[src/design/spb_defines.svh]
// constants for the serial peripheral bridge
// Functional notes
// track word sync, mark first/last bit
// select instruction enters bridge mode
// bridge instructions act only in mode
// odd bridge instruction leaves bridge mode
// select code is a build-time option
// load copies register C, sets busy
// save drives buffer 2, clears read-ready
// CPU follows save with odd instruction
// flag test puts chosen flag in carry
// busy holds until buffer 1 sent
// peripheral-on flag follows peripheral state
// power-ok rise clears all internal state; the control bit wake_en_r keeps its value
// strobes then direction rise set read-ready
// two strobes then direction fall clear busy
// send print flag, read-ready, 56 bits
// shift 56 inbound bits into buffer 2
// light-sleep wake drives instruction line high
// wake instruction pulls power-on low one word
// peripheral holds data two clocks after strobe
// flag one clock, bits two clocks later
// peripheral sets data before strobe rises
// two independent 56-bit buffers
// buffers move least significant bit first
`ifndef SPB_DEFINES_SVH
`define SPB_DEFINES_SVH
`define SPB_WORD_BITS    56
`define SPB_LAST_BIT     6'h37
`define SPB_INSTR_BITS   10
`define SPB_SEL_CODE     10'h264
`define SPB_SEL_CODE_2ND 10'h224
`define SPB_LOAD_LOW3    3'h7
`define SPB_WAKE_LOW3    3'h1
`define SPB_SAVE_LOW6    6'h3a
`define SPB_FLAG_LOW6    6'h03
`define SPB_FLAG_BUSY    3'h0
`define SPB_FLAG_READY   3'h1
`define SPB_FLAG_PON     3'h2
`define SPB_CLK_NS       100
`define SPB_SLEEP_NS     10000
`define SPB_SLEEP_CYC    ((`SPB_SLEEP_NS + `SPB_CLK_NS - 1) / `SPB_CLK_NS)
`define SPB_OUT_LAST     6'h39
`define SPB_ADDR_STATUS  8'h00
`define SPB_ADDR_CTRL    8'h04
`define SPB_ADDR_SELCODE 8'h08
`define SPB_CTRL_RESET   1'h1
`endif

[src/design/spb_pkg.sv]
// types for the serial peripheral bridge
package spb_pkg;
  // pending work for the word after an instruction
  typedef enum logic [1:0] {OP_NONE, OP_LOAD, OP_SAVE, OP_WAKE} spb_op_t;
  // inputs from the calculator side
  typedef struct packed {
    logic clk_ph;
    logic sync;
    logic instr_addr_line;
    logic data;
    logic power_ok;
  } spb_cpu_in_t;
  // inputs from the peripheral side
  typedef struct packed {
    logic strobe;
    logic direction;
    logic data;
    logic on_flag;
    logic power_on;
  } spb_periph_in_t;
endpackage

[src/design/spb_bridge.sv]
// serial peripheral bridge: cpu bus, peripheral link and ahb-lite status port
//
// Design decisions made here: the AHB-Lite register port and the register offsets.
`timescale 1ns/1ps
`include "spb_defines.svh"
module spb_bridge #(
  parameter logic [9:0] SEL_CODE = `SPB_SEL_CODE
) (
  input  wire  logic                hclk,
  input  wire  logic                hresetn,
  input  wire  logic                hsel,
  input  wire  logic [31:0]         haddr,
  input  wire  logic [1:0]          htrans,
  input  wire  logic                hwrite,
  input  wire  logic [2:0]          hsize,
  input  wire  logic [31:0]         hwdata,
  input  wire  logic                hready,
  output logic       [31:0]         hrdata,
  output logic                      hreadyout,
  output logic                      hresp,
  input  wire  spb_pkg::spb_cpu_in_t    cpu_in,
  input  wire  spb_pkg::spb_periph_in_t periph_in,
  output logic                      isa_o,
  output logic                      isa_oe,
  output logic                      cpu_data_o,
  output logic                      cpu_data_oe,
  output logic                      cpu_carry,
  output logic                      periph_data_o,
  output logic                      periph_data_oe,
  output logic                      power_on_o,
  output logic                      power_on_oe
);
  import spb_pkg::*;

  localparam int SLEEP_CYC = `SPB_SLEEP_CYC;

  // ****************************************
  // input synchronisers and edges
  // ****************************************
  spb_cpu_in_t    cpu_s1_r, cpu_s2_r, cpu_s3_r;
  spb_periph_in_t per_s1_r, per_s2_r, per_s3_r;

  // two flops per outside input, third copy for edges
  always_ff @(posedge hclk or negedge hresetn) begin
    if (!hresetn) begin
      cpu_s1_r <= '0;
      cpu_s2_r <= '0;
      cpu_s3_r <= '0;
      per_s1_r <= '0;
      per_s2_r <= '0;
      per_s3_r <= '0;
    end else begin
      cpu_s1_r <= cpu_in;
      cpu_s2_r <= cpu_s1_r;
      cpu_s3_r <= cpu_s2_r;
      per_s1_r <= periph_in;
      per_s2_r <= per_s1_r;
      per_s3_r <= per_s2_r;
    end
  end

  logic cpu_edge, pwo_rise, dir_rise, dir_fall, strb_rise;
  assign cpu_edge  = cpu_s2_r.clk_ph & ~cpu_s3_r.clk_ph;
  assign pwo_rise  = cpu_s2_r.power_ok & ~cpu_s3_r.power_ok;
  assign dir_rise  = per_s2_r.direction & ~per_s3_r.direction;
  assign dir_fall  = ~per_s2_r.direction & per_s3_r.direction;
  assign strb_rise = per_s2_r.strobe & ~per_s3_r.strobe;

  // ****************************************
  // word timing and instruction capture
  // ****************************************
  logic [5:0] bit_cnt_r;
  logic [9:0] instr_r;
  logic       sync_prev_r;
  logic       first_bit_time, last_bit_time, decode_now;

  assign first_bit_time = (bit_cnt_r == 6'h00);
  assign last_bit_time  = (bit_cnt_r == `SPB_LAST_BIT);
  // instruction is complete on the edge where sync has just dropped
  assign decode_now     = cpu_edge & sync_prev_r & ~cpu_s2_r.sync;

  // bit counter realigned by the end of the instruction field
  // count names the bit taken at the coming cpu edge
  always_ff @(posedge hclk or negedge hresetn) begin
    if (!hresetn) begin
      bit_cnt_r   <= 6'h00;
      sync_prev_r <= 1'b0;
      instr_r     <= 10'h000;
    end else if (pwo_rise) begin
      bit_cnt_r   <= 6'h00;
      sync_prev_r <= 1'b0;
      instr_r     <= 10'h000;
    end else if (cpu_edge) begin
      sync_prev_r <= cpu_s2_r.sync;
      if (decode_now)
        bit_cnt_r <= 6'h00;
      else if (last_bit_time)
        bit_cnt_r <= 6'h00;
      else
        bit_cnt_r <= bit_cnt_r + 6'h01;
      if (cpu_s2_r.sync)
        instr_r <= {cpu_s2_r.instr_addr_line, instr_r[9:1]};
    end
  end

  // ****************************************
  // instruction decoder and mode
  // ****************************************
  logic    mode_r;
  spb_op_t op_r;
  logic    busy_r, ready_r, carry_r;
  logic    is_load, is_save, is_flag, is_wake;

  assign is_load = (instr_r[2:0] == `SPB_LOAD_LOW3);
  assign is_save = (instr_r[5:0] == `SPB_SAVE_LOW6);
  assign is_flag = (instr_r[5:0] == `SPB_FLAG_LOW6);
  assign is_wake = (instr_r[2:0] == `SPB_WAKE_LOW3);

  // mode entry on own select code, exit on any odd code
  always_ff @(posedge hclk or negedge hresetn) begin
    if (!hresetn) begin
      mode_r <= 1'b0;
    end else if (pwo_rise) begin
      mode_r <= 1'b0;
    end else if (decode_now) begin
      if (!mode_r && instr_r == SEL_CODE)
        mode_r <= 1'b1;
      else if (mode_r && instr_r[0])
        mode_r <= 1'b0;
    end
  end

  // pending operation runs through the following word
  always_ff @(posedge hclk or negedge hresetn) begin
    if (!hresetn) begin
      op_r <= OP_NONE;
    end else if (pwo_rise) begin
      op_r <= OP_NONE;
    end else if (decode_now) begin
      if (!mode_r)
        op_r <= OP_NONE;
      else if (is_load)
        op_r <= OP_LOAD;
      else if (is_save)
        op_r <= OP_SAVE;
      else if (is_wake)
        op_r <= OP_WAKE;
      else
        op_r <= OP_NONE;
    end else if (cpu_edge && last_bit_time) begin
      op_r <= OP_NONE;
    end
  end

  // flag test answers into the carry
  always_ff @(posedge hclk or negedge hresetn) begin
    if (!hresetn) begin
      carry_r <= 1'b0;
    end else if (pwo_rise) begin
      carry_r <= 1'b0;
    end else if (decode_now && mode_r && is_flag) begin
      case (instr_r[8:6])
        `SPB_FLAG_BUSY:  carry_r <= busy_r;
        `SPB_FLAG_READY: carry_r <= ready_r;
        `SPB_FLAG_PON:   carry_r <= per_s2_r.on_flag;
        default:         carry_r <= 1'b0;
      endcase
    end
  end

  // ****************************************
  // buffers and cpu data transfer
  // ****************************************
  logic [`SPB_WORD_BITS-1:0] buf1_r, buf2_r;
  logic                      cpu_dout_r, cpu_doe_r;
  logic                      op_end;

  // a word's operation ends at its last bit, even when that edge decodes the next one
  assign op_end = cpu_edge & last_bit_time;

  // load shifts register C in, least significant bit first
  always_ff @(posedge hclk or negedge hresetn) begin
    if (!hresetn)
      buf1_r <= '0;
    else if (pwo_rise)
      buf1_r <= '0;
    else if (cpu_edge && op_r == OP_LOAD)
      buf1_r <= {cpu_s2_r.data, buf1_r[`SPB_WORD_BITS-1:1]};
  end

  // save drives buffer 2 onto the data line for one word
  always_ff @(posedge hclk or negedge hresetn) begin
    if (!hresetn) begin
      cpu_dout_r <= 1'b0;
      cpu_doe_r  <= 1'b0;
    end else if (pwo_rise) begin
      cpu_dout_r <= 1'b0;
      cpu_doe_r  <= 1'b0;
    end else if (cpu_edge) begin
      cpu_doe_r  <= (decode_now && mode_r && is_save) ||
                    (op_r == OP_SAVE && !last_bit_time);
      if (decode_now)
        cpu_dout_r <= buf2_r[0];
      else if (op_r == OP_SAVE && !last_bit_time)
        cpu_dout_r <= buf2_r[bit_cnt_r + 6'h01];
    end
  end

  // ****************************************
  // peripheral link
  // ****************************************
  logic [5:0] out_idx_r;
  logic [1:0] out_wait_r;
  logic [6:0] out_strb_r, in_strb_r;
  logic       pdout_r, pdoe_r;

  // strobe counters per direction
  always_ff @(posedge hclk or negedge hresetn) begin
    if (!hresetn) begin
      in_strb_r  <= 7'h00;
      out_strb_r <= 7'h00;
    end else if (pwo_rise || dir_rise || dir_fall) begin
      in_strb_r  <= 7'h00;
      out_strb_r <= 7'h00;
    end else if (strb_rise) begin
      if (per_s2_r.direction)
        out_strb_r <= (out_strb_r == 7'h7f) ? out_strb_r : out_strb_r + 7'h01;
      else
        in_strb_r  <= (in_strb_r == 7'h7f) ? in_strb_r : in_strb_r + 7'h01;
    end
  end

  // inbound bits shift into buffer 2, lsb first
  always_ff @(posedge hclk or negedge hresetn) begin
    if (!hresetn)
      buf2_r <= '0;
    else if (pwo_rise)
      buf2_r <= '0;
    else if (strb_rise && !per_s2_r.direction)
      buf2_r <= {per_s2_r.data, buf2_r[`SPB_WORD_BITS-1:1]};
  end

  // outbound pointer: 0 print flag, 1 read-ready, then buffer 1
  always_ff @(posedge hclk or negedge hresetn) begin
    if (!hresetn) begin
      out_idx_r  <= 6'h00;
      out_wait_r <= 2'h0;
    end else if (pwo_rise) begin
      out_idx_r  <= 6'h00;
      out_wait_r <= 2'h0;
    end else if (dir_rise) begin
      out_idx_r  <= 6'h00;
      out_wait_r <= 2'h1;
    end else if (strb_rise && per_s2_r.direction) begin
      out_idx_r  <= (out_idx_r == `SPB_OUT_LAST) ? out_idx_r : out_idx_r + 6'h01;
      out_wait_r <= 2'h2;
    end else if (cpu_edge && out_wait_r != 2'h0) begin
      out_wait_r <= out_wait_r - 2'h1;
    end
  end

  // data line output, updated after the system-clock delay
  always_ff @(posedge hclk or negedge hresetn) begin
    if (!hresetn) begin
      pdout_r <= 1'b1;
      pdoe_r  <= 1'b0;
    end else if (pwo_rise) begin
      pdout_r <= 1'b1;
      pdoe_r  <= 1'b0;
    end else begin
      pdoe_r <= per_s2_r.direction;
      if (cpu_edge && out_wait_r == 2'h1) begin
        if (out_idx_r == 6'h00)
          pdout_r <= busy_r;
        else if (out_idx_r == 6'h01)
          pdout_r <= ready_r;
        else
          pdout_r <= buf1_r[out_idx_r - 6'h02];
      end
    end
  end

  // busy: load sets, finished outbound transfer clears, set wins
  always_ff @(posedge hclk or negedge hresetn) begin
    if (!hresetn)
      busy_r <= 1'b0;
    else if (pwo_rise)
      busy_r <= 1'b0;
    else if (op_end && op_r == OP_LOAD)
      busy_r <= 1'b1;
    else if (dir_fall && out_strb_r >= 7'h02)
      busy_r <= 1'b0;
  end

  // read-ready: inbound word sets, save clears, set wins
  always_ff @(posedge hclk or negedge hresetn) begin
    if (!hresetn)
      ready_r <= 1'b0;
    else if (pwo_rise)
      ready_r <= 1'b0;
    else if (dir_rise && in_strb_r >= 7'h01)
      ready_r <= 1'b1;
    else if (op_end && op_r == OP_SAVE)
      ready_r <= 1'b0;
  end

  // ****************************************
  // power-on line and light-sleep wake
  // ****************************************
  logic [6:0] idle_cnt_r;
  logic       sleep_r, isa_drv_r, pon_oe_r, wake_en_r;

  // light sleep: sync high and no cpu clock edge for a while
  always_ff @(posedge hclk or negedge hresetn) begin
    if (!hresetn) begin
      idle_cnt_r <= 7'h00;
      sleep_r    <= 1'b0;
    end else if (cpu_edge || !cpu_s2_r.sync || pwo_rise) begin
      idle_cnt_r <= 7'h00;
      sleep_r    <= 1'b0;
    end else if (idle_cnt_r == 7'(SLEEP_CYC - 1)) begin
      sleep_r    <= 1'b1;
    end else begin
      idle_cnt_r <= idle_cnt_r + 7'h01;
    end
  end

  // peripheral wake request holds the instruction line high
  always_ff @(posedge hclk or negedge hresetn) begin
    if (!hresetn)
      isa_drv_r <= 1'b0;
    else if (pwo_rise)
      isa_drv_r <= 1'b0;
    else if (sleep_r && !per_s2_r.power_on && wake_en_r)
      isa_drv_r <= 1'b1;
  end

  // wake instruction pulls power-on low for one word
  always_ff @(posedge hclk or negedge hresetn) begin
    if (!hresetn)
      pon_oe_r <= 1'b0;
    else if (pwo_rise)
      pon_oe_r <= 1'b0;
    else if (cpu_edge && decode_now)
      pon_oe_r <= mode_r && is_wake && !is_load;
    else if (op_end)
      pon_oe_r <= 1'b0;
  end

  // ****************************************
  // ahb-lite slave
  // ****************************************
  logic        wr_pend_r;
  logic [7:0]  wr_addr_r;
  logic [31:0] rdata_r;
  logic        accept;

  assign accept = hsel & htrans[1] & hready;

  // address phase: latch write target, prepare read data
  always_ff @(posedge hclk or negedge hresetn) begin
    if (!hresetn) begin
      wr_pend_r <= 1'b0;
      wr_addr_r <= 8'h00;
      rdata_r   <= 32'h0000_0000;
    end else begin
      wr_pend_r <= accept & hwrite;
      if (accept)
        wr_addr_r <= haddr[7:0];
      if (accept && !hwrite) begin
        case (haddr[7:0])
          `SPB_ADDR_STATUS:
            rdata_r <= {26'h0, isa_drv_r, sleep_r, mode_r,
                        per_s2_r.on_flag, ready_r, busy_r};
          `SPB_ADDR_CTRL:    rdata_r <= {31'h0, wake_en_r};
          `SPB_ADDR_SELCODE: rdata_r <= {22'h0, SEL_CODE};
          default:           rdata_r <= 32'h0000_0000;
        endcase
      end
    end
  end

  // data phase write to the control word
  always_ff @(posedge hclk or negedge hresetn) begin
    if (!hresetn)
      wake_en_r <= `SPB_CTRL_RESET;
    else if (wr_pend_r && wr_addr_r == `SPB_ADDR_CTRL)
      wake_en_r <= hwdata[0];
  end

  // ready from the first clock after reset, always okay, all from flops
  logic ready_out_r, resp_r, pon_o_r;
  always_ff @(posedge hclk or negedge hresetn) begin
    if (!hresetn) begin
      ready_out_r <= 1'b0;
      resp_r      <= 1'b0;
      pon_o_r     <= 1'b0;
    end else begin
      ready_out_r <= 1'b1;
      resp_r      <= 1'b0;
      pon_o_r     <= 1'b0;
    end
  end

  assign hrdata         = rdata_r;
  assign hreadyout      = ready_out_r;
  assign hresp          = resp_r;
  assign isa_o          = isa_drv_r;
  assign isa_oe         = isa_drv_r;
  assign cpu_data_o     = cpu_dout_r;
  assign cpu_data_oe    = cpu_doe_r;
  assign cpu_carry      = carry_r;
  assign periph_data_o  = pdout_r;
  assign periph_data_oe = pdoe_r;
  assign power_on_o     = pon_o_r;
  assign power_on_oe    = pon_oe_r;
endmodule

[config.mk]
export PLATFORM = sky130hd
export DESIGN_NAME = spb_bridge
export DESIGN_NICKNAME = d
export VERILOG_FILES = /design/src/design/spb_pkg.sv /design/src/design/spb_bridge.sv
export VERILOG_INCLUDE_DIRS = /design/src /design/src/design
export SDC_FILE = /design/constraint.sdc
export NUM_CORES = 1
export LEC_CHECK = 0
export ABC_AREA = 1
export BUFFER_PORTS_ARGS = -buffer_cell sky130_fd_sc_hd__clkbuf_2
export CORE_ASPECT_RATIO = 0.5
export CORE_MARGIN = 1.5
export CORE_UTILIZATION = 40
export DETAILED_ROUTE_END_ITERATION = 6
export PLACE_DENSITY = 0.66
export SYNTH_ARGS = -nofsm -noshare
export SYNTH_HDL_FRONTEND = slang
export SYNTH_SLANG_ARGS = --single-unit
export TNS_END_PERCENT = 20
[constraint.sdc]
create_clock -name hclk -period 4.65 [get_ports hclk]
set_input_delay 0.93 -clock hclk [delete_from_list [all_inputs] [get_ports hclk]]
set_output_delay 0.93 -clock hclk [all_outputs]
set_load 0.05 [all_outputs]
==> results.sh, run 1 <==
export IMPL_status="completed"
export IMPL_synthFlopType="dfrtp_1"
export IMPL_ys_ff_latch=213
export IMPL_cpLargestDelayFamily="flip-flops"
export IMPL_crit_top_cell="nand2_1"
export IMPL_cts_resized=0
export IMPL_row_count=40
export IMPL_hold_slack_ns=0.348
export IMPL_synth_seq_area_share_pct=53.5
export IMPL_yosys_top_cells_count="dfrtp_1, nand2_1, inv_1"
export IMPL_endpoint_kind="register"
export IMPL_synth_warnings=0
export IMPL_placeableCoreArea_sq_mm=0.0242
export IMPL_startpoint_type="register"
export IMPL_cp_depth=12
export IMPL_min_period_ns=2.81
export IMPL_setup_viol=0
export IMPL_grt_max_degree=116
export IMPL_grt_pass1_vias=7384
export IMPL_timing_slew_headroom_pct=36.7
export IMPL_min_delay_start="cpu_s1_r[0]"
export IMPL_syn_area_sq_mm=0.00996
export IMPL_nFillCells=2339
export IMPL_grtUsageTotal_pct=16.6
export IMPL_r2r_end="periph_data_o"
export IMPL_synth_async_reset_ratio_pct=100
export IMPL_cts_root_buf="clkbuf_16"
export IMPL_wirelength_microns=20900
export IMPL_synth_edf_count=0
export IMPL_wire_per_inst_microns=13.9
export IMPL_hold_path_class="register to register"
export IMPL_path_clk_slew_ns=0.06
export IMPL_grt_antenna_before_repair=0
export IMPL_cap_viol_max_count=0
export IMPL_die_h_microns=115
export IMPL_critPathMaxFanout=19
export IMPL_critPathSlowestCell="dfrtp_1"
export IMPL_drtPass1Iterations=5
export IMPL_min_path_cells=0
export IMPL_clk_latency_ns=0.49
export IMPL_diodes=0
export IMPL_critPathMaxStageDelay_ns=0.81
export IMPL_multi_input_area_sq_mm=0.00365
export IMPL_syn2layout_area_growth_pct=10.5
export IMPL_vias=7711
export IMPL_dpl_hpwl_microns=13200
export IMPL_htree_levels=1
export IMPL_gp_congestion=0.832
export IMPL_total_power_uw=4530
export IMPL_yosysTopAreaCell="dfrtp_1"
export IMPL_finalCritPeriodShare_pct=60.4
export IMPL_r2r_slack_ns=1.84
export IMPL_synth_cell_type_count=48
export IMPL_layout_setup_ws_ns=1.84
export IMPL_worstMarginPinSlew_ns=0.950
export IMPL_peakVddDrop_mv=0.217
export IMPL_die_w_microns=226
export IMPL_drtIter0Drc=502
export IMPL_syn_inst=1136
export IMPL_drc=0
export IMPL_cts_setup_buffers=0
export IMPL_yosysTopAreaCellShare_pct=53.0
export IMPL_start_util_pct=41.1
export IMPL_fmax_mhz=356
export IMPL_num_io_pins=127
export IMPL_power_density_mw_per_mm2=412
export IMPL_drive_gt1_share_pct=10.5
export IMPL_worst_ep_required_time_ns=5.07
export IMPL_min_to="cpu_s2_r[0]"
export IMPL_setup_tns_final_ns=0
export IMPL_cts_buffers=21
export IMPL_cp_arrival_ns=3.23
export IMPL_synth_most_common_cell="dfrtp_1"
export IMPL_clkSinkCount=213
export IMPL_viasPerCell=5.12
export IMPL_regArea_sq_mm=0.00533
export IMPL_synth_area_leaders="dfrtp_1, nand3_1, nand2_1, inv_1, o22ai_1"
export IMPL_die_area_sq_mm=0.0259
export IMPL_finClkSkew_ns=0.0121
export IMPL_cts_buffer_depth=3
export IMPL_rr_startpoint="out_idx_r[1]"
export IMPL_numPortBuffers=41
export IMPL_crit_chain="inv_2 -> ha_1 -> inv_1 -> nand3_1 -> nand3_1 -> nand2_1 -> nand2_1 -> nand2_1 -> nand2_1 -> nand3_1 -> nand2_1 -> a21oi_1"
export IMPL_avgSynthCellArea_sq_um=8.77
export IMPL_p_leak_uw=0.00507
export IMPL_drtAntennaViolNets=0
export IMPL_r2r_cells=12
export IMPL_cts_hold_buffers=0
export IMPL_grt_pass1_wl_microns=35800
export IMPL_grt_setup_unrepaired="no"
export IMPL_hold_viol=0
export IMPL_worstSetupPathType="register to register"
export IMPL_finalMaxSlewViolations=0
export IMPL_critPathBufInv=2
export IMPL_cts_tree="done"
export IMPL_dp_slack_ns=1.86
export IMPL_nets=1253
export IMPL_overflow=0
-- worst max path at each step --
| stage | startpoint | to |
|---|---|---|
| 6_report | out_idx_r[1] | periph_data_o |
| 5_1_grt | out_idx_r[1] | periph_data_o |
| 4_1_cts | out_idx_r[1] | periph_data_o |
| 3_5_place_dp | out_idx_r[1] | periph_data_o |
| 3_3_place_gp | out_idx_r[1] | periph_data_o |
| 2_1_floorplan | hready | hrdata[2] |
-- kinds of logic (layout without fill, tap and decap cells) --
logic type                 after synthesis  after routing  share of synthesized area, %
and+or+nand+nor                        387            387                          17.9
muxes                                    3              3                         0.339
buffers and inverters                  249            257                          10.7
xor gates and xnor gates                10             10                         0.880
AOI/OAI and AO/OA                      259            259                          14.9
DFF                                    213            213                          53.5
adders and majority gates               13             13                          1.63
other                                    2             27                        0.0754
-- report_power, final --
part / switching [uW] / leakage (uW) / internal (uW)
combinational: 621 / 0.00186 / 262
sequential: 54.8 / 0.00288 / 1910
clock: 692 / 0.000329 / 991
total: 1370 / 0.00507 / 3160
-- stage by stage --
stage	instances	cell area [sq um]	utilization (%)
floorplan	1161	10100	-
global placement	1469	10300	42.7
detailed placement	1469	10300	42.7
CTS	1505	11000	45.4
global route	1505	11000	45.4
finish	1505	11000	45.4
-- cell type report --
| cell class | count | share of cell area, % |
|---|---|---|
| inverters | 169 | 5.77 |
| multi-input cells | 699 | 33.2 |
| flip-flops and latches | 213 | 48.5 |
| clock inverters | 5 | 0.682 |
| well taps | 336 | 3.82 |
| clock buffers | 31 | 5.39 |
| repair buffers | 52 | 2.70 |
-- cell usage in the layout, fill, tap and decap left out, drive strengths merged, types with 13 or more instances in the layout --
master | synthesis | final
o22ai | 70 | 70
o21ai | 115 | 115
conb | 2 | 27
inv | 168 | 168
dfrtp | 211 | 211
o31ai | 14 | 14
nor2 | 58 | 58
nand3 | 144 | 144
a21oi | 42 | 42
ha | 13 | 13
nand2 | 155 | 155
clkbuf | 26 | 72
-- metal layers --
metal | vias to the layer above | track usage (%) | part of all wire [%]
met3 | 27 | 2.44 | 3.7
met4 | 0 | 4.04 | 1.6
met5 | - | 0 | 0
met2 | 133 | 28.4 | 49
met1 | 3758 | 22.3 | 46
li1 | 3793 | - | -
-- flip-flops by register name, summed over array words and instances, names as in the netlist, 6 cells and up --
| register | flops |
|---|---|
| bit_cnt_r | 6 |
| buf1_r | 56 |
| buf2_r | 56 |
| hrdata | 7 |
| idle_cnt_r | 7 |
| in_strb_r | 7 |
| instr_r | 10 |
| out_idx_r | 6 |
| out_strb_r | 7 |
| wr_addr_r | 8 |
Power figures use the tool's default switching activity.
==> inputs of run 2 (changes only) <==
==> constraint.sdc (replaced) <==
create_clock -name hclk -period 2.7 [get_ports hclk]
set_input_delay 0.54 -clock hclk [delete_from_list [all_inputs] [get_ports hclk]]
set_output_delay 0.54 -clock hclk [all_outputs]
set_load 0.05 [all_outputs]
==> run 2 against run 1 <==
Register-to-register slack worse by 1.3 ns. Worst setup slack worse by 1.3 ns. Clock power up 71%. Final area up 1.1%. Core utilization up 0.48 points. Sequential share of layout area down 0.51 points. Via count up 0.47%. Cell count up 0.73%. Power up 73%. Wire length up 1.1%. Largest cell class unchanged.
==> results.sh, run 2 (synthesis gave the netlist of run 1 again) <==
export IMPL_p_clk_share_pct=36.7
export IMPL_min_period_ns=2.17
export IMPL_combPwrFrac_pct=20.7
export IMPL_diodes=0
export IMPL_gp_congestion=0.851
export IMPL_setup_tns_final_ns=0
export IMPL_crit_chain="ha_1 -> inv_2 -> o21ai_0 -> o21ai_1 -> nand2_1 -> nand3_1 -> nand2_1 -> nand2_1 -> nand3_1 -> nand2_1 -> nand2_1 -> nand2_1"
export IMPL_syn2layout_area_growth_pct=11.7
export IMPL_grt_met2_usage_pct=28.5
export IMPL_cts_tree="done"
export IMPL_top_regs="buf1_r x56, buf2_r x56, instr_r x10"
export IMPL_grt_max_degree=71
export IMPL_worstSetupPathType="register to register"
export IMPL_cts_buffers=21
export IMPL_drtAntennaViolNets=0
export IMPL_row_count=40
export IMPL_cts_hold_buffers=0
export IMPL_grt_antenna_before_repair=0
export IMPL_p_sw_uw=2400
export IMPL_cap_viol_max_count=0
export IMPL_finClkSkew_ns=0.0184
export IMPL_layout_common_cells="dfrtp_1, nand2_1, inv_1"
export IMPL_hold_slack_ns=0.0521
export IMPL_setup_viol=0
export IMPL_placeableCoreArea_sq_mm=0.0242
export IMPL_drive_gt1_share_pct=11.7
export IMPL_cp_arrival_ns=2.62
export IMPL_r2r_cells=12
export IMPL_wire_per_inst_microns=14.0
export IMPL_layout_commonest_cell="dfrtp_1"
export IMPL_fin_util_pct=45.9
export IMPL_p_seq_share_pct=42.7
export IMPL_startpoint_type="register"
export IMPL_cts_buffer_depth=3
export IMPL_hold_path_class="input port to asynchronous set/reset pin"
export IMPL_wirelength_microns=21200
export IMPL_num_io_pins=127
export IMPL_numPortBuffers=41
export IMPL_finalMaxSlewViolations=0
export IMPL_overflow=0
export IMPL_grtUsageMet1_pct=22.6
export IMPL_worst_ep_required_time_ns=3.15
export IMPL_drtPass1Iterations=5
export IMPL_viasPerCell=5.11
export IMPL_peakVddDrop_mv=0.389
export IMPL_cts_root_buf="clkbuf_16"
export IMPL_nets=1264
export IMPL_status="completed"
export IMPL_die_h_microns=115
export IMPL_crit_top_cell="nand2_1"
export IMPL_gr_max_usage_layer="met2"
export IMPL_die_w_microns=226
export IMPL_clkSinkCount=213
export IMPL_dpl_hpwl_microns=13700
export IMPL_path_clk_slew_ns=0.07
export IMPL_drc=0
export IMPL_critPathMaxStageDelay_ns=0.42
export IMPL_grt_pass1_wl_microns=36000
export IMPL_start_util_pct=41.1
export IMPL_gr_usage_met3_pct=2.41
export IMPL_vias=7747
export IMPL_grt_setup_unrepaired="no"
export IMPL_critPathSlowestCell="ha_1"
export IMPL_timing_slew_headroom_pct=53.5
export IMPL_p_leak_uw=0.00513
export IMPL_p_int_uw=5430
export IMPL_endpoint_kind="register"
export IMPL_clk_latency_ns=0.50
export IMPL_worstMarginPinSlew_ns=0.693
export IMPL_power_density_mw_per_mm2=704
export IMPL_die_area_sq_mm=0.0259
export IMPL_grt_pass1_vias=7535
export IMPL_cts_setup_buffers=0
export IMPL_grtUsageTotal_pct=16.8
export IMPL_finalCritPeriodShare_pct=80.5
export IMPL_hold_viol=0
export IMPL_critPathMaxFanout=22
export IMPL_drtIter0Drc=650
export IMPL_sw_frac_of_total_pct=30.7
export IMPL_fmax_mhz=460
export IMPL_htree_levels=1
export IMPL_cts_resized=0
## run 2: cell types whose count changed in the layout (fill, tap and decap cells not counted)
| cell | previous run | this run |
|---|---|---|
| buf_12 | 0 | 3 |
| buf_4 | 11 | 19 |
| clkbuf_1 | 7 | 3 |
| clkbuf_8 | 4 | 2 |
| clkinv_2 | 3 | 6 |
| clkinvlp_4 | 0 | 2 |
| inv_6 | 0 | 1 |
## run 2: power groups by stage
stage / clock, uW / combinational [uW] / sequential, uW
6_report: 2870 / 1620 / 3340
5_1_grt: 3070 / 1830 / 3350
4_1_cts: 2950 / 1630 / 3340
3_5_place_dp: 0 / 1620 / 3400
3_3_place_gp: 0 / 1600 / 3400
2_1_floorplan: 0 / 1180 / 3430
## run 2: metal layers
layer	share of wire, %	routed length, microns	up-vias
met4	1.9	399	0
met2	48	10200	169
met3	3.9	824	25
li1	-	-	3797
met5	0	0	-
met1	46	9790	3756
## run 2: stage by stage
stage,power (uW),worst slack [ns],cells,cell area (sq um)
after floorplan,4610,0.853,1161,10100
after global placement,5000,0.518,1480,10500
after detailed placement,5020,0.533,1480,10500
after CTS,7930,0.509,1516,11100
after global routing,8260,0.331,1516,11100
final,7830,0.527,1516,11100
## run 2: path summary, 6_finish.rpt
| path | startpoint | endpoint | slack, ns |
|---|---|---|---|
| worst max register to register | bit_cnt_r[1] | cpu_data_o | 0.53 |
| max in group asynchronous | hresetn | buf1_r[6] | 1.92 |
| worst min register to register | cpu_s1_r[3] | cpu_s2_r[3] | 0.35 |
| worst max-delay path | bit_cnt_r[1] | cpu_data_o | 0.53 |
| worst min-delay path | hresetn | buf2_r[12] | 0.05 |
| min in group hclk | periph_in[2] | per_s1_r[2] | 0.14 |
## run 2: cell type report
type,instances,area [sq um]
fill,2348,13100
clock buffer,25,551
timing repair buffer,63,417
multi-input combinational,699,3650
tap,336,420
inverter,169,634
sequential,213,5330
clock inverter,11,114
## run 2: critical path: cells and delay by family, from the launching register on
family,cells,cell delay (ns)
flip-flops,1,0.40
AND/OR/NAND/NOR,8,0.57
adder cells (fa/ha/maj),1,0.42
buffers and inverters,1,0.37
AO/OA/AOI/OAI,2,0.35
==> inputs of run 3 (changes only) <==
==> constraint.sdc (replaced) <==
create_clock -name hclk -period 2.1 [get_ports hclk]
set_input_delay 0.42 -clock hclk [delete_from_list [all_inputs] [get_ports hclk]]
set_output_delay 0.42 -clock hclk [all_outputs]
set_load 0.05 [all_outputs]
==> run 3 against run 2 <==
Combinational power rose by 31%. Register-to-register slack worse by 0.38 ns. Critical path depth rose by 1. Cell count grew 0.59%. Critical path type unchanged. Highest routed layer unchanged.
==> results.sh, run 3 (synthesis gave the netlist of run 1 again) <==
export IMPL_status="completed"
export IMPL_drtAntennaViolNets=0
export IMPL_multi_input_area_sq_mm=0.00366
export IMPL_critPathSlowestCell="dfrtp_1"
export IMPL_endpoint_kind="register"
export IMPL_cts_buffers=21
export IMPL_wirelength_microns=21100
export IMPL_p_seq_share_pct=42.2
export IMPL_peakVddDrop_mv=0.524
export IMPL_viasPerCell=5.12
export IMPL_dpl_hpwl_microns=13600
export IMPL_start_util_pct=41.1
export IMPL_nFillCells=2319
export IMPL_sw_frac_of_total_pct=30.2
export IMPL_gr_max_usage_layer="met2"
export IMPL_p_clk_share_pct=36.8
export IMPL_cts_root_buf="clkbuf_16"
export IMPL_total_power_uw=10200
export IMPL_drive_gt1_share_pct=11.8
export IMPL_drc=0
export IMPL_regArea_sq_mm=0.00533
export IMPL_die_area_sq_mm=0.0259
export IMPL_die_h_microns=115
export IMPL_gr_usage_met3_pct=2.44
export IMPL_numPortBuffers=41
export IMPL_p_leak_uw=0.00522
export IMPL_clkSinkCount=213
export IMPL_drtPass1Iterations=5
export IMPL_setup_tns_final_ns=0
export IMPL_p_sw_uw=3070
export IMPL_timing_slew_headroom_pct=52.9
export IMPL_vias=7814
export IMPL_row_count=40
export IMPL_path_clk_slew_ns=0.06
export IMPL_fmax_mhz=511
export IMPL_gp_congestion=0.844
export IMPL_startpoint_type="register"
export IMPL_grt_setup_unrepaired="no"
export IMPL_worst_ep_required_time_ns=2.49
export IMPL_finClkSkew_ns=0.0248
export IMPL_drtIter0Drc=723
export IMPL_cts_buffer_depth=3
export IMPL_grt_pass1_vias=7446
export IMPL_cp_arrival_ns=2.35
export IMPL_die_w_microns=226
export IMPL_crit_chain="ha_1 -> nand2_1 -> inv_1 -> nor2_2 -> inv_1 -> nand2_1 -> nand3_1 -> nand2_1 -> nand2_1 -> nand3_1 -> nand2_1 -> nand2_1 -> nand2_1"
export IMPL_num_io_pins=127
export IMPL_htree_levels=1
export IMPL_worstMarginPinSlew_ns=0.702
export IMPL_top_regs="buf1_r x56, buf2_r x56, instr_r x10"
export IMPL_critPathMaxStageDelay_ns=0.38
export IMPL_overflow=0
export IMPL_finalCritPeriodShare_pct=93.1
export IMPL_p_int_uw=7110
export IMPL_grtUsageMet1_pct=22.7
export IMPL_power_density_mw_per_mm2=901
export IMPL_grt_pass1_wl_microns=36100
export IMPL_hold_viol=0
export IMPL_wire_per_inst_microns=13.8
export IMPL_layout_common_cells="dfrtp_1, nand2_1, inv_1"
export IMPL_min_period_ns=1.96
export IMPL_finalMaxSlewViolations=0
export IMPL_clk_latency_ns=0.51
export IMPL_cts_tree="done"
export IMPL_layout_commonest_cell="dfrtp_1"
export IMPL_crit_top_cell="nand2_1"
export IMPL_diodes=0
export IMPL_syn2layout_area_growth_pct=13.4
export IMPL_worstSetupPathType="register to register"
export IMPL_hold_slack_ns=0.0175
export IMPL_cap_viol_max_count=0
export IMPL_placeableCoreArea_sq_mm=0.0242
export IMPL_hold_path_class="input port to register"
export IMPL_nets=1273
export IMPL_grt_antenna_before_repair=0
export IMPL_grtUsageTotal_pct=16.8
export IMPL_layout_setup_ws_ns=0.144
export IMPL_setup_viol=0
export IMPL_cts_setup_buffers=0
export IMPL_grt_met2_usage_pct=28.8
export IMPL_critPathMaxFanout=7
export IMPL_grt_max_degree=58
export IMPL_combPwrFrac_pct=21.0
export IMPL_dp_slack_ns=0.154
[run 3: cell types whose count changed in the layout (fill, tap and decap cells not counted), sizes merged]
cell | before | now
buf | 22 | 25
clkbuf | 66 | 70
clkinv | 7 | 5
clkinvlp | 2 | 0
dlygate4sd3 | 0 | 6
[run 3: power groups by stage]
stage	clock [uW]	combinational, uW	sequential, uW
floorplan	0	1510	4410
global placement	0	2100	4370
detailed placement	0	2120	4370
CTS	3840	2140	4300
global route	4000	2410	4310
finish	3740	2130	4300
[run 3: layer usage]
layer | wire length, microns | part of all wire [%]
met5 | 0 | 0
met1 | 9810 | 46
met2 | 10200 | 48
met4 | 359 | 1.7
met3 | 732 | 3.5
[run 3: cell type report]
type,instances,area share (%)
Timing Repair Buffer,72,5.08
Tap cell,336,3.72
Sequential cell,213,47.2
Clock inverter,7,0.786
Clock buffer,29,5.18
Multi-Input combinational cell,699,32.4
Inverter,169,5.64
[run 3: per-stage QoR]
stage	instance area (sq um)	utilization [%]	cells
after floorplan	10100	-	1161
after global placement	10600	43.6	1483
after detailed placement	10600	43.6	1483
after CTS	11300	46.6	1524
after global routing	11300	46.6	1525
final	11300	46.6	1525
[run 3: path summary, 6_finish.rpt]
check | start | slack (ns) | depth (start not counted) | end
worst max-delay path | bit_cnt_r[0] | 0.14 | 13 | cpu_data_o
worst min-delay path | periph_in[3] | 0.02 | 1 | per_s1_r[3]
worst max register to register | bit_cnt_r[0] | 0.14 | 13 | cpu_data_o
worst min register to register | per_s1_r[4] | 0.35 | 0 | per_s2_r[4]
max in group asynchronous | hresetn | 1.00 | 3 | buf1_r[15]
min in group asynchronous | hresetn | 0.44 | 2 | buf2_r[12]
[run 3: critical path, delay by kind of cell (launching register included)]
kind | cells | cell delay, ns
simple gates | 10 | 0.94
flops | 1 | 0.38
buf+inv | 2 | 0.30
fa+ha+maj | 1 | 0.21
[run 3: timing repair]
| item | CTS | global route |
|---|---|---|
| hold buffers | 5 | 1 |
| setup endpoints to repair | 0 | 2 |
| gates resized for setup | 0 | 3 |
| endpoints found under the hold margin | 54 | 1 |
